<file path="src/pkg/mnx_pkg.sv">
// mnx_pkg: shared constants and types of the move/idle execute block
package mnx_pkg;

	// instruction word layout
	localparam int          INSN_W       = 14;
	localparam int          DATA_W       = 8;
	localparam int          FADDR_W      = 7;
	localparam int          LIT_LSB      = 0;
	localparam int          FADDR_LSB    = 0;
	localparam int          DEST_BIT     = 7;

	// opcode patterns: (word & mask) == pattern
	localparam logic [13:0] LOAD_MASK    = 14'h3C00;
	localparam logic [13:0] LOAD_PAT     = 14'h3000;
	localparam logic [13:0] COPY_MASK    = 14'h3F00;
	localparam logic [13:0] COPY_PAT     = 14'h0800;
	localparam logic [13:0] STORE_MASK   = 14'h3F80;
	localparam logic [13:0] STORE_PAT    = 14'h0080;
	localparam logic [13:0] IDLE_MASK    = 14'h3F9F;
	localparam logic [13:0] IDLE_PAT     = 14'h0000;

	// apb register map (byte addresses)
	localparam logic [7:0]  OFF_CTRL     = 8'h00;
	localparam logic [7:0]  OFF_STATUS   = 8'h04;
	localparam logic [7:0]  OFF_ACC      = 8'h08;
	localparam logic [7:0]  OFF_COUNT    = 8'h0C;
	localparam int          CTRL_RUN_BIT = 0;
	localparam int          STAT_Z_BIT   = 0;
	localparam int          STAT_CLS_LSB = 4;

	// reset values
	localparam logic        RUN_RST      = 1'b1;
	localparam logic [7:0]  ACC_RST      = 8'h00;
	localparam logic        ZERO_RST     = 1'b0;
	localparam logic [15:0] COUNT_RST    = 16'h0000;

	// quarter phases of one instruction cycle
	typedef enum logic [1:0] {
		QUARTER_PHASE_ONE   = 2'b00,
		QUARTER_PHASE_TWO   = 2'b01,
		QUARTER_PHASE_THREE = 2'b10,
		QUARTER_PHASE_FOUR  = 2'b11
	} mnx_qph_e;

	// instruction classes handled here
	typedef enum logic [2:0] {
		IDLE_INSTRUCTION            = 3'b000,
		LOAD_LITERAL_TO_ACCUMULATOR = 3'b001,
		COPY_FILE_REGISTER          = 3'b010,
		STORE_ACCUMULATOR_TO_FILE   = 3'b011,
		OTHER_INSTRUCTION           = 3'b100
	} mnx_insn_e;

	// file register request
	typedef struct packed {
		logic [6:0] addr;
		logic       rd_en;
		logic       wr_en;
		logic [7:0] wr_data;
	} mnx_fr_req_s;

endpackage

</file>
<file path="src/hw/mnx_quarter_seq.sv">
// mnx_quarter_seq: four quarter phase sequencer of the instruction cycle
`timescale 1ns/1ps
`default_nettype none
module mnx_quarter_seq (
	// clock, reset, freeze
	input  wire logic           clk_sys,
	input  wire logic           sys_rst,
	input  wire logic           clk_en,
	// current phase
	output var  mnx_pkg::mnx_qph_e ph_q
);
	mnx_pkg::mnx_qph_e ph_d;

	// advance one phase per enabled clock, wrap after the fourth
	always_comb
	begin
		ph_d = ph_q;
		if (clk_en)
		begin
			unique case (ph_q)
				mnx_pkg::QUARTER_PHASE_ONE:   ph_d = mnx_pkg::QUARTER_PHASE_TWO;
				mnx_pkg::QUARTER_PHASE_TWO:   ph_d = mnx_pkg::QUARTER_PHASE_THREE;
				mnx_pkg::QUARTER_PHASE_THREE: ph_d = mnx_pkg::QUARTER_PHASE_FOUR;
				mnx_pkg::QUARTER_PHASE_FOUR:  ph_d = mnx_pkg::QUARTER_PHASE_ONE;
			endcase
		end
	end

	// phase register
	always_ff @(posedge clk_sys)
	begin
		if (sys_rst)
			ph_q <= mnx_pkg::QUARTER_PHASE_ONE;
		else
			ph_q <= ph_d;
	end
endmodule
`default_nettype wire

</file>
<file path="src/hw/mnx_move_nop_exec.sv">
// mnx_move_nop_exec: literal load, file copy, accumulator store and idle execute
`timescale 1ns/1ps
`default_nettype none
module mnx_move_nop_exec (
	// clock, reset, freeze
	input  wire logic                 clk_sys,
	input  wire logic                 sys_rst,
	input  wire logic                 clk_en,
	// apb slave
	input  wire logic                 psel,
	input  wire logic                 penable,
	input  wire logic                 pwrite,
	input  wire logic [7:0]           paddr,
	input  wire logic [31:0]          pwdata,
	output var  logic [31:0]          prdata,
	output var  logic                 pready,
	output var  logic                 pslverr,
	// instruction fetch side
	input  wire logic [13:0]          instr_word,
	output var  mnx_pkg::mnx_qph_e    phase,
	// file register port
	output var  mnx_pkg::mnx_fr_req_s fr_req,
	input  wire logic [7:0]           fr_rd_data,
	// core state
	output var  logic [7:0]           acc,
	output var  logic                 zero_flag
);
	mnx_pkg::mnx_qph_e    ph_q;
	mnx_pkg::mnx_insn_e   dec_cls;
	mnx_pkg::mnx_insn_e   cls_q;
	mnx_pkg::mnx_insn_e   cls_d;
	mnx_pkg::mnx_fr_req_s fr_q;
	mnx_pkg::mnx_fr_req_s fr_d;
	logic [13:0]          ir_q;
	logic [13:0]          ir_d;
	logic [7:0]           result_q;
	logic [7:0]           result_d;
	logic [7:0]           acc_q;
	logic [7:0]           acc_d;
	logic                 zero_q;
	logic                 zero_d;
	logic [15:0]          count_q;
	logic [15:0]          count_d;
	logic                 run_q;
	logic                 run_d;
	logic [31:0]          prdata_q;
	logic [31:0]          prdata_d;
	logic                 pready_q;
	logic                 pready_d;
	logic                 pslverr_q;
	logic                 pslverr_d;
	logic                 apb_done;

	// phase sequencer
	mnx_quarter_seq u_seq (
		.clk_sys (clk_sys),
		.sys_rst (sys_rst),
		.clk_en  (clk_en),
		.ph_q    (ph_q)
	);

	// outputs come straight from flops
	assign phase     = ph_q;
	assign fr_req    = fr_q;
	assign acc       = acc_q;
	assign zero_flag = zero_q;
	assign prdata    = prdata_q;
	assign pready    = pready_q;
	assign pslverr   = pslverr_q;

	// opcode classify; spare bits of literal load are masked out
	always_comb
	begin
		if ((instr_word & mnx_pkg::LOAD_MASK) == mnx_pkg::LOAD_PAT)
			dec_cls = mnx_pkg::LOAD_LITERAL_TO_ACCUMULATOR;
		else if ((instr_word & mnx_pkg::COPY_MASK) == mnx_pkg::COPY_PAT)
			dec_cls = mnx_pkg::COPY_FILE_REGISTER;
		else if ((instr_word & mnx_pkg::STORE_MASK) == mnx_pkg::STORE_PAT)
			dec_cls = mnx_pkg::STORE_ACCUMULATOR_TO_FILE;
		else if ((instr_word & mnx_pkg::IDLE_MASK) == mnx_pkg::IDLE_PAT)
			dec_cls = mnx_pkg::IDLE_INSTRUCTION;
		else
			dec_cls = mnx_pkg::OTHER_INSTRUCTION;
	end

	// execute next state; strobes last one phase only
	always_comb
	begin
		ir_d     = ir_q;
		cls_d    = cls_q;
		fr_d     = fr_q;
		result_d = result_q;
		acc_d    = acc_q;
		zero_d   = zero_q;
		count_d  = count_q;
		if (clk_en)
		begin
			fr_d.rd_en = 1'b0;
			fr_d.wr_en = 1'b0;
			unique case (ph_q)
				mnx_pkg::QUARTER_PHASE_ONE:
				begin
					// decode; a stopped core runs every word as idle
					ir_d       = instr_word;
					cls_d      = run_q ? dec_cls : mnx_pkg::IDLE_INSTRUCTION;
					fr_d.addr  = instr_word[mnx_pkg::FADDR_LSB +: mnx_pkg::FADDR_W];
					fr_d.rd_en = (cls_d == mnx_pkg::COPY_FILE_REGISTER);
				end
				mnx_pkg::QUARTER_PHASE_TWO:
				begin
					if (cls_q == mnx_pkg::LOAD_LITERAL_TO_ACCUMULATOR)
						result_d = ir_q[mnx_pkg::LIT_LSB +: mnx_pkg::DATA_W];
					else if (cls_q == mnx_pkg::STORE_ACCUMULATOR_TO_FILE)
						result_d = acc_q;
				end
				mnx_pkg::QUARTER_PHASE_THREE:
				begin
					// write strobe is raised here so it is high through phase four
					if (cls_q == mnx_pkg::COPY_FILE_REGISTER)
					begin
						result_d     = fr_rd_data;
						fr_d.wr_en   = ir_q[mnx_pkg::DEST_BIT];
						fr_d.wr_data = fr_rd_data;
					end
					else if (cls_q == mnx_pkg::STORE_ACCUMULATOR_TO_FILE)
					begin
						fr_d.wr_en   = 1'b1;
						fr_d.wr_data = result_q;
					end
				end
				mnx_pkg::QUARTER_PHASE_FOUR:
				begin
					count_d = count_q + 16'h0001;
					if (cls_q == mnx_pkg::LOAD_LITERAL_TO_ACCUMULATOR)
						acc_d = result_q;
					if (cls_q == mnx_pkg::COPY_FILE_REGISTER)
					begin
						if (!ir_q[mnx_pkg::DEST_BIT])
							acc_d = result_q;
						zero_d = (result_q == 8'h00);
					end
				end
			endcase
		end
	end

	// execute registers
	always_ff @(posedge clk_sys)
	begin
		if (sys_rst)
		begin
			ir_q     <= 14'h0000;
			cls_q    <= mnx_pkg::IDLE_INSTRUCTION;
			fr_q     <= '0;
			result_q <= 8'h00;
			acc_q    <= mnx_pkg::ACC_RST;
			zero_q   <= mnx_pkg::ZERO_RST;
			count_q  <= mnx_pkg::COUNT_RST;
		end
		else
		begin
			ir_q     <= ir_d;
			cls_q    <= cls_d;
			fr_q     <= fr_d;
			result_q <= result_d;
			acc_q    <= acc_d;
			zero_q   <= zero_d;
			count_q  <= count_d;
		end
	end

	// apb: one wait state; the access completes when pready is seen high
	assign apb_done = psel && penable && pready_q;

	always_comb
	begin
		pready_d  = pready_q;
		pslverr_d = pslverr_q;
		prdata_d  = prdata_q;
		run_d     = run_q;
		if (clk_en)
		begin
			pready_d  = psel && penable && !pready_q;
			pslverr_d = 1'b0;
			prdata_d  = '0;
			if (psel && penable && !pready_q)
			begin
				unique case (paddr)
					mnx_pkg::OFF_CTRL:   prdata_d[mnx_pkg::CTRL_RUN_BIT] = run_q;
					mnx_pkg::OFF_STATUS:
					begin
						prdata_d[mnx_pkg::STAT_Z_BIT]        = zero_q;
						prdata_d[mnx_pkg::STAT_CLS_LSB +: 3] = cls_q;
					end
					mnx_pkg::OFF_ACC:    prdata_d[7:0]  = acc_q;
					mnx_pkg::OFF_COUNT:  prdata_d[15:0] = count_q;
					default:             pslverr_d      = 1'b1;
				endcase
			end
			if (apb_done && pwrite && paddr == mnx_pkg::OFF_CTRL)
				run_d = pwdata[mnx_pkg::CTRL_RUN_BIT];
		end
	end

	// apb registers
	always_ff @(posedge clk_sys)
	begin
		if (sys_rst)
		begin
			pready_q  <= 1'b0;
			pslverr_q <= 1'b0;
			prdata_q  <= 32'h0000_0000;
			run_q     <= mnx_pkg::RUN_RST;
		end
		else
		begin
			pready_q  <= pready_d;
			pslverr_q <= pslverr_d;
			prdata_q  <= prdata_d;
			run_q     <= run_d;
		end
	end
endmodule
`default_nettype wire

</file>
<file path="config.mk">
export PLATFORM = sky130hd
export DESIGN_NAME = mnx_move_nop_exec
export DESIGN_NICKNAME = d
export VERILOG_FILES = /design/src/pkg/mnx_pkg.sv /design/src/hw/mnx_quarter_seq.sv /design/src/hw/mnx_move_nop_exec.sv
export SDC_FILE = /design/constraint.sdc
export NUM_CORES = 1
export LEC_CHECK = 0
export ABC_AREA = 1
export BUFFER_PORTS_ARGS = -buffer_cell sky130_fd_sc_hd__buf_2
export CAP_MARGIN = 30
export CORE_ASPECT_RATIO = 1.25
export CORE_MARGIN = 5
export CORE_UTILIZATION = 45
export DETAILED_ROUTE_END_ITERATION = 6
export GPL_TIMING_DRIVEN = 0
export PLACE_DENSITY = 0.84
export SETUP_SLACK_MARGIN = 0.4
export SYNTH_ARGS = -nofsm -noshare
export SYNTH_HDL_FRONTEND = slang
export SYNTH_SLANG_ARGS = --single-unit
</file>
<file path="constraint.sdc">
create_clock -name clk_sys -period 1.87 [get_ports clk_sys]
set_clock_uncertainty 0.2 [all_clocks]
set_input_delay 0.187 -clock clk_sys [delete_from_list [all_inputs] [get_ports clk_sys]]
set_output_delay 0.187 -clock clk_sys [all_outputs]
set_load 0.02 [all_outputs]
</file>
Word-level counts from Yosys, hierarchy flattened
Index checks and enable logic that the tools add are counted.

operators by class
  reductions and logical operators = 19
  muxes and demuxes = 25
  $add $sub $neg = 1
  equality and inequality tests = 15

operator list
  operator                                                          number
  8-bit 2-to-1 mux                                                  7
  9-bit 2-to-1 mux                                                  3
  16-bit by 1-bit adder with 16-bit output (second input constant)  1
  8-bit by 4-bit == test with 1-bit output (second input constant)  2
  8-bit logical NOT                                                 2
  16-bit 2-to-1 mux                                                 1
  8-bit one-hot mux with 2 select lines                             1
  3-bit 2-to-1 mux                                                  5
  14-bit logical NOT                                                1
  3-bit by 2-bit == test with 1-bit output (second input constant)  3
  3-bit one-hot mux with 3 select lines                             1
  8-bit by 3-bit == test with 1-bit output (second input constant)  1
  2-bit one-hot mux with 4 select lines                             1
  7-bit by 1-bit == test with 1-bit output (second input constant)  1
  6-bit by 4-bit == test with 1-bit output (second input constant)  1
  3-bit one-hot mux with 2 select lines                             1
  2-bit AND reduction                                               3
  3-bit AND reduction                                               2
  1-bit logical AND                                                 5
  2-bit == test (second input constant)                             2
  4-bit == test (second input constant)                             1
  1-bit one-hot mux with 4 select lines                             1
  4-bit AND reduction                                               1
  2-bit nonzero test                                                2
  9 further kinds                                                   11

word-level totals
  output and inout bits = 62
  logic and storage cells = 75
  flip-flop bits (word level) = 82
  input port bits = 68

Logic depth before layout (Yosys ltp)
  depth in word-level cells = 8
  gate-level depth with buffers = 10
  depth with buffers taken out = 10

Hierarchy
A second synthesis with hierarchy kept.

second synthesis, totals
  cells, all modules = 535
  area, all modules = 3,791.1 sq um

modules (own cells, without submodules)
  module             cells an instance  times used  sequential area each (sq um)  area an instance (sq um)
  mnx_move_nop_exec  519                1           1,461.4                       3,678.5
  mnx_quarter_seq    16                 1           40.0                          112.6

Worst setup path after synthesis
OpenSTA, ideal clock, no wires.

  path kind = reg2reg
  start = reg u_seq.ph_q[0]
  end = reg result_q[4]
  stages on the path, launching flop included = 8
  slack = 0.026 ns
  library setup time = 0.120 ns
  required time = 1.550 ns
  arrival time = 1.525 ns
  clock period less this slack = 1.844 ns
  path buffers = 1
  cell sequence = dfxtp_1 -> inv_1 -> ha_1 -> clkbuf_1 -> a21oi_4 -> inv_2 -> a21oi_1 -> a21oi_1

on the way
  cells in the longest elaborated chain, start to end = 3
  elaborated cells between the ends (all ways) = 7
  classes of those cells = eq/ne: 4; mux: 1; reduce/logical: 2

ends and longest elaborated chain
  item                                                                       RTL line                  source
  start, declared                                                            mnx_quarter_seq.sv:10     output var mnx_pkg::mnx_qph_e ph_q
  start signal, assigned                                                     mnx_quarter_seq.sv:33     ph_q <= mnx_pkg::QUARTER_PHASE_ONE;
  start signal, assigned                                                     mnx_quarter_seq.sv:35     ph_q <= ph_d;
  2-bit by 1-bit == test with 1-bit output or 2-bit == test (tied branches)  mnx_move_nop_exec.sv:100  unique case (ph_q)
  3-bit != test (no line), or another cell as far along                      n/a
  4-bit AND reduction (no line)                                              n/a
  end signal, assigned                                                       mnx_move_nop_exec.sv:165  result_q <= result_d;
  end, declared                                                              mnx_move_nop_exec.sv:36   logic [7:0] result_q;

Parallel ways exist; a longest one is shown, timed or not.
A chain may end at the register's enable or synchronous reset.

Worst setup path after layout
  start = reg u_seq.ph_q[1]
  end = reg count_q[14]

on the way
  cells in the longest elaborated chain, start to end = 2

ends and longest elaborated chain
  item                           RTL line                  source
  2-bit == test                  mnx_move_nop_exec.sv:100
  2-bit AND reduction (no line)  n/a
  end signal, assigned           mnx_move_nop_exec.sv:158  count_q <= mnx_pkg::COUNT_RST;
  end signal, assigned           mnx_move_nop_exec.sv:168  count_q <= count_d;
  end, declared                  mnx_move_nop_exec.sv:42   logic [15:0] count_q;

No other way between the ends.

==> results.cfg <==
[timing]
rsz0062_at_grt = true
min_period_ns = 1.67
slew_headroom_pct = 59.5
worst_slew_pin_slew_ns = 0.607
fin_ws_ns = 0.197
setup_tns_ns = 0
slew_violations = 0
period_share_pct = 89.5
hold_viol = 0
setup_viol = 0
max_freq_mhz = 598

[worst_setup_path]
r2r-start = u_seq.ph_q[1]
end_kind = flop
slowest_stage = dfxtp_4
critical_path.max_stage_delay_ns = 0.40
r2r_end = count_q[14]
crit_start = u_seq.ph_q[1]
cp_top_family = simple AND/OR/NAND/NOR gates
path_max_fanout = 5
crit_top_cell = nor2_4
r2r_cells = 10
cp_num_buf_inv = 0
start_kind = flop
worstPathArrival_ns = 1.73
crit_chain = ha_4 -> nand2_8 -> nor2_4 -> nand2_4 -> nor2_4 -> nand3b_4 -> nor2_4 -> nand2_1 -> nand2_1 -> nor2_1
r2r_slack_ns = 0.20
crit_required_ns = 1.92
path_class = flop to flop

[final_layout]
regArea_sq_um = 1520
final_common_cell = nand2_1
nNetsFinal = 764
stdcell_count = 793
multi_input_area_sq_um = 2050
drive_gt1_share_pct = 30.3
synthToLayoutAreaGrowth_pct = 33.9
filler_cell_count = 724
antenna_cells = 0
final_cell_mix = nand2_1, buf_2, dfxtp_1
fin_area_sq_um = 5170

[status]
status = completed

[place]
dpl.cell_count = 741
pre_cts_slack_ns = -0.0657
routabilityCongestion = 0.933
io_buffers = 81
placed_area_sq_um = 4490
hpwl_um = 8610

[cts]
cts-htree-levels = 3
cts.sink_count = 75
cts_buffers = 9
clock_latency_ns = 0.35
path_clk_slew_ns = 0.08
cts_tree = done
cts_buffer_depth = 2
root_buffer = clkbuf_8

[drt]
drt_pass1_iterations = 5
ant_nets = 0
drtIter0Drc = 272
wl_per_cell_um = 15.1
wl_um = 12000
route.detailed.vias_per_inst = 5.24
num_vias = 4159
drc = 0

[synth]
synth_mux_area_share_pct = 0
synth_cell_types = 32
synth_area_per_cell_sq_um = 7.05
synth_compound_area_share_pct = 18.0
yosys.area_share.xor_xnor_pct = 0
synth_top_area_share_pct = 38.9
yosysTopAreaCell = dfxtp_1
synth-seq-cells = 75
ys_seq_area_share_pct = 38.9
synth_top_family_by_area = simple AND/OR/NAND/NOR gates
syn_inst = 548
yosys.area_share.simple_pct = 28.1
syn_area_sq_um = 3860
ys_warn_count = 0
synth.area.top_cells = dfxtp_1, nand2_1, a21oi_1
synth_fa_ha_area_share_pct = 1.62

[floorplan]
io_pins = 130
die_w_um = 92.9
start_util_pct = 46.4
die_area_sq_um = 10600
die_h_um = 114
core.rowCount = 37
coreArea_sq_um = 8330

[flow_run]
maxCapViolCount = 0

[pwr]
peakVddDrop_mv = 0.412
p_leak_nw = 2.43
powerDensity_nw_per_um2 = 673
fin_total_pwr_mw = 3.48

[hold_path]
hold_end = result_q[2]
worstHoldStart = fr_rd_data[2]
hold_path_class = input port to flop
hold_path_depth = 5

[global_route]
grt_pass1_vias = 4141
grt_start_max_net_pins = 13
grt-ovfl-total = 0
antenna_found_initial = 0
grt_pass1_wl_um = 18900
grt_usage_pct = 22.5
## logic make-up (layout without fill, tap and decap cells)
family                   after synthesis  count (layout)
AO/OA/AOI/OAI                        129             129
other                                  1              16
AND/OR/NAND/NOR                      231             232
buffers and inverters                107             239
adder cells (fa/ha/maj)                5               5
flip-flops                            75              75
## per-stage QoR
stage	hold slack, ns	util [%]
floorplan	0.141	-
CTS	0.00391	60.7
detailed placement	0.255	53.9
finish	0.0130	62.1
global route	0.0451	62.1
global placement	0.247	53.9
## registers in the layout (all words and copies together), names as in the netlist, 2 cells and up
register    flops
count_q        16
cls_q           3
prdata         16
acc             8
ir_q            2
result_q        8
fr_req         16
u_seq.ph_q      2
## cell usage after synthesis
master / instances
nand2_1: 113
dfxtp_1: 75
a21oi_1: 61
inv_1: 60
o21ai_0: 54
nor2_1: 48
nand3_1: 38
buf_4: 24
clkbuf_1: 11
nor2_4: 7
nand2_2: 6
buf_2: 5
ha_1: 5
inv_2: 5
nor3_1: 5
o211ai_1: 5
o221ai_1: 4
nor4_1: 3
buf_6: 2
nand2_4: 2
nand3_2: 2
nand3b_4: 2
nand4_1: 2
a21oi_2: 1
a21oi_4: 1
a31oi_1: 1
conb_1: 1
nor2_2: 1
nor2_8: 1
nor3_2: 1
o21a_1: 1
o21ba_2: 1
## where the power goes
| group | total (mW) | internal [mW] | leakage [nW] | switching (mW) |
|---|---|---|---|---|
| combinational | 0.527 | 0.216 | 1.72 | 0.311 |
| sequential | 1.69 | 1.64 | 0.611 | 0.0509 |
| clock | 1.26 | 0.647 | 0.0991 | 0.613 |
## how the worst max path moves through the flow
| stage | endpoint | slack (ns) | cells after the start |
|---|---|---|---|
| 4_1_cts | count_q[14] | 0.22 | 10 |
| 3_5_place_dp | fr_req[15] | -0.07 | 6 |
| 3_3_place_gp | fr_req[12] | -0.06 | 6 |
| 5_1_grt | count_q[15] | 0.11 | 10 |
| 2_1_floorplan | count_q[14] | 0.30 | 10 |
| 6_report | count_q[14] | 0.20 | 10 |
## per-layer routing
layer / up-vias / GRT usage [%] / part of all wire, %
met1: 1912 / 23.6 / 38
met3: 41 / 4.09 / 6.9
met4: 0 / 14.1 / 3.9
met5: - / 0 / 0
li1: 2031 / - / -
met2: 175 / 40.8 / 51
## layout make-up
class	count	share of cell area (%)
Clock inverter	5	1.02
Multi-Input combinational cell	382	39.7
Timing Repair Buffer	116	13.9
Tap cell	97	2.35
Clock buffer	11	2.73
Sequential cell	75	29.3
Inverter	65	4.98
Buffer	42	6.02
## worst register-to-register path: cells and delay by family, from the launching register on
kind                     cells  cell delay (ns)
AND/OR/NAND/NOR              9             0.81
flip-flops                   1             0.40
adder cells (fa/ha/maj)      1             0.17
## timing repair
item	4_1_cts	5_1_grt
setup buffers	14	5
pin swaps	9	4
endpoints found under the setup margin	61	67
cloned	2	0
hold endpoints to repair	16	0
resized for setup	33	31
hold buffers	15	0
Power figures use the tool's default switching activity.
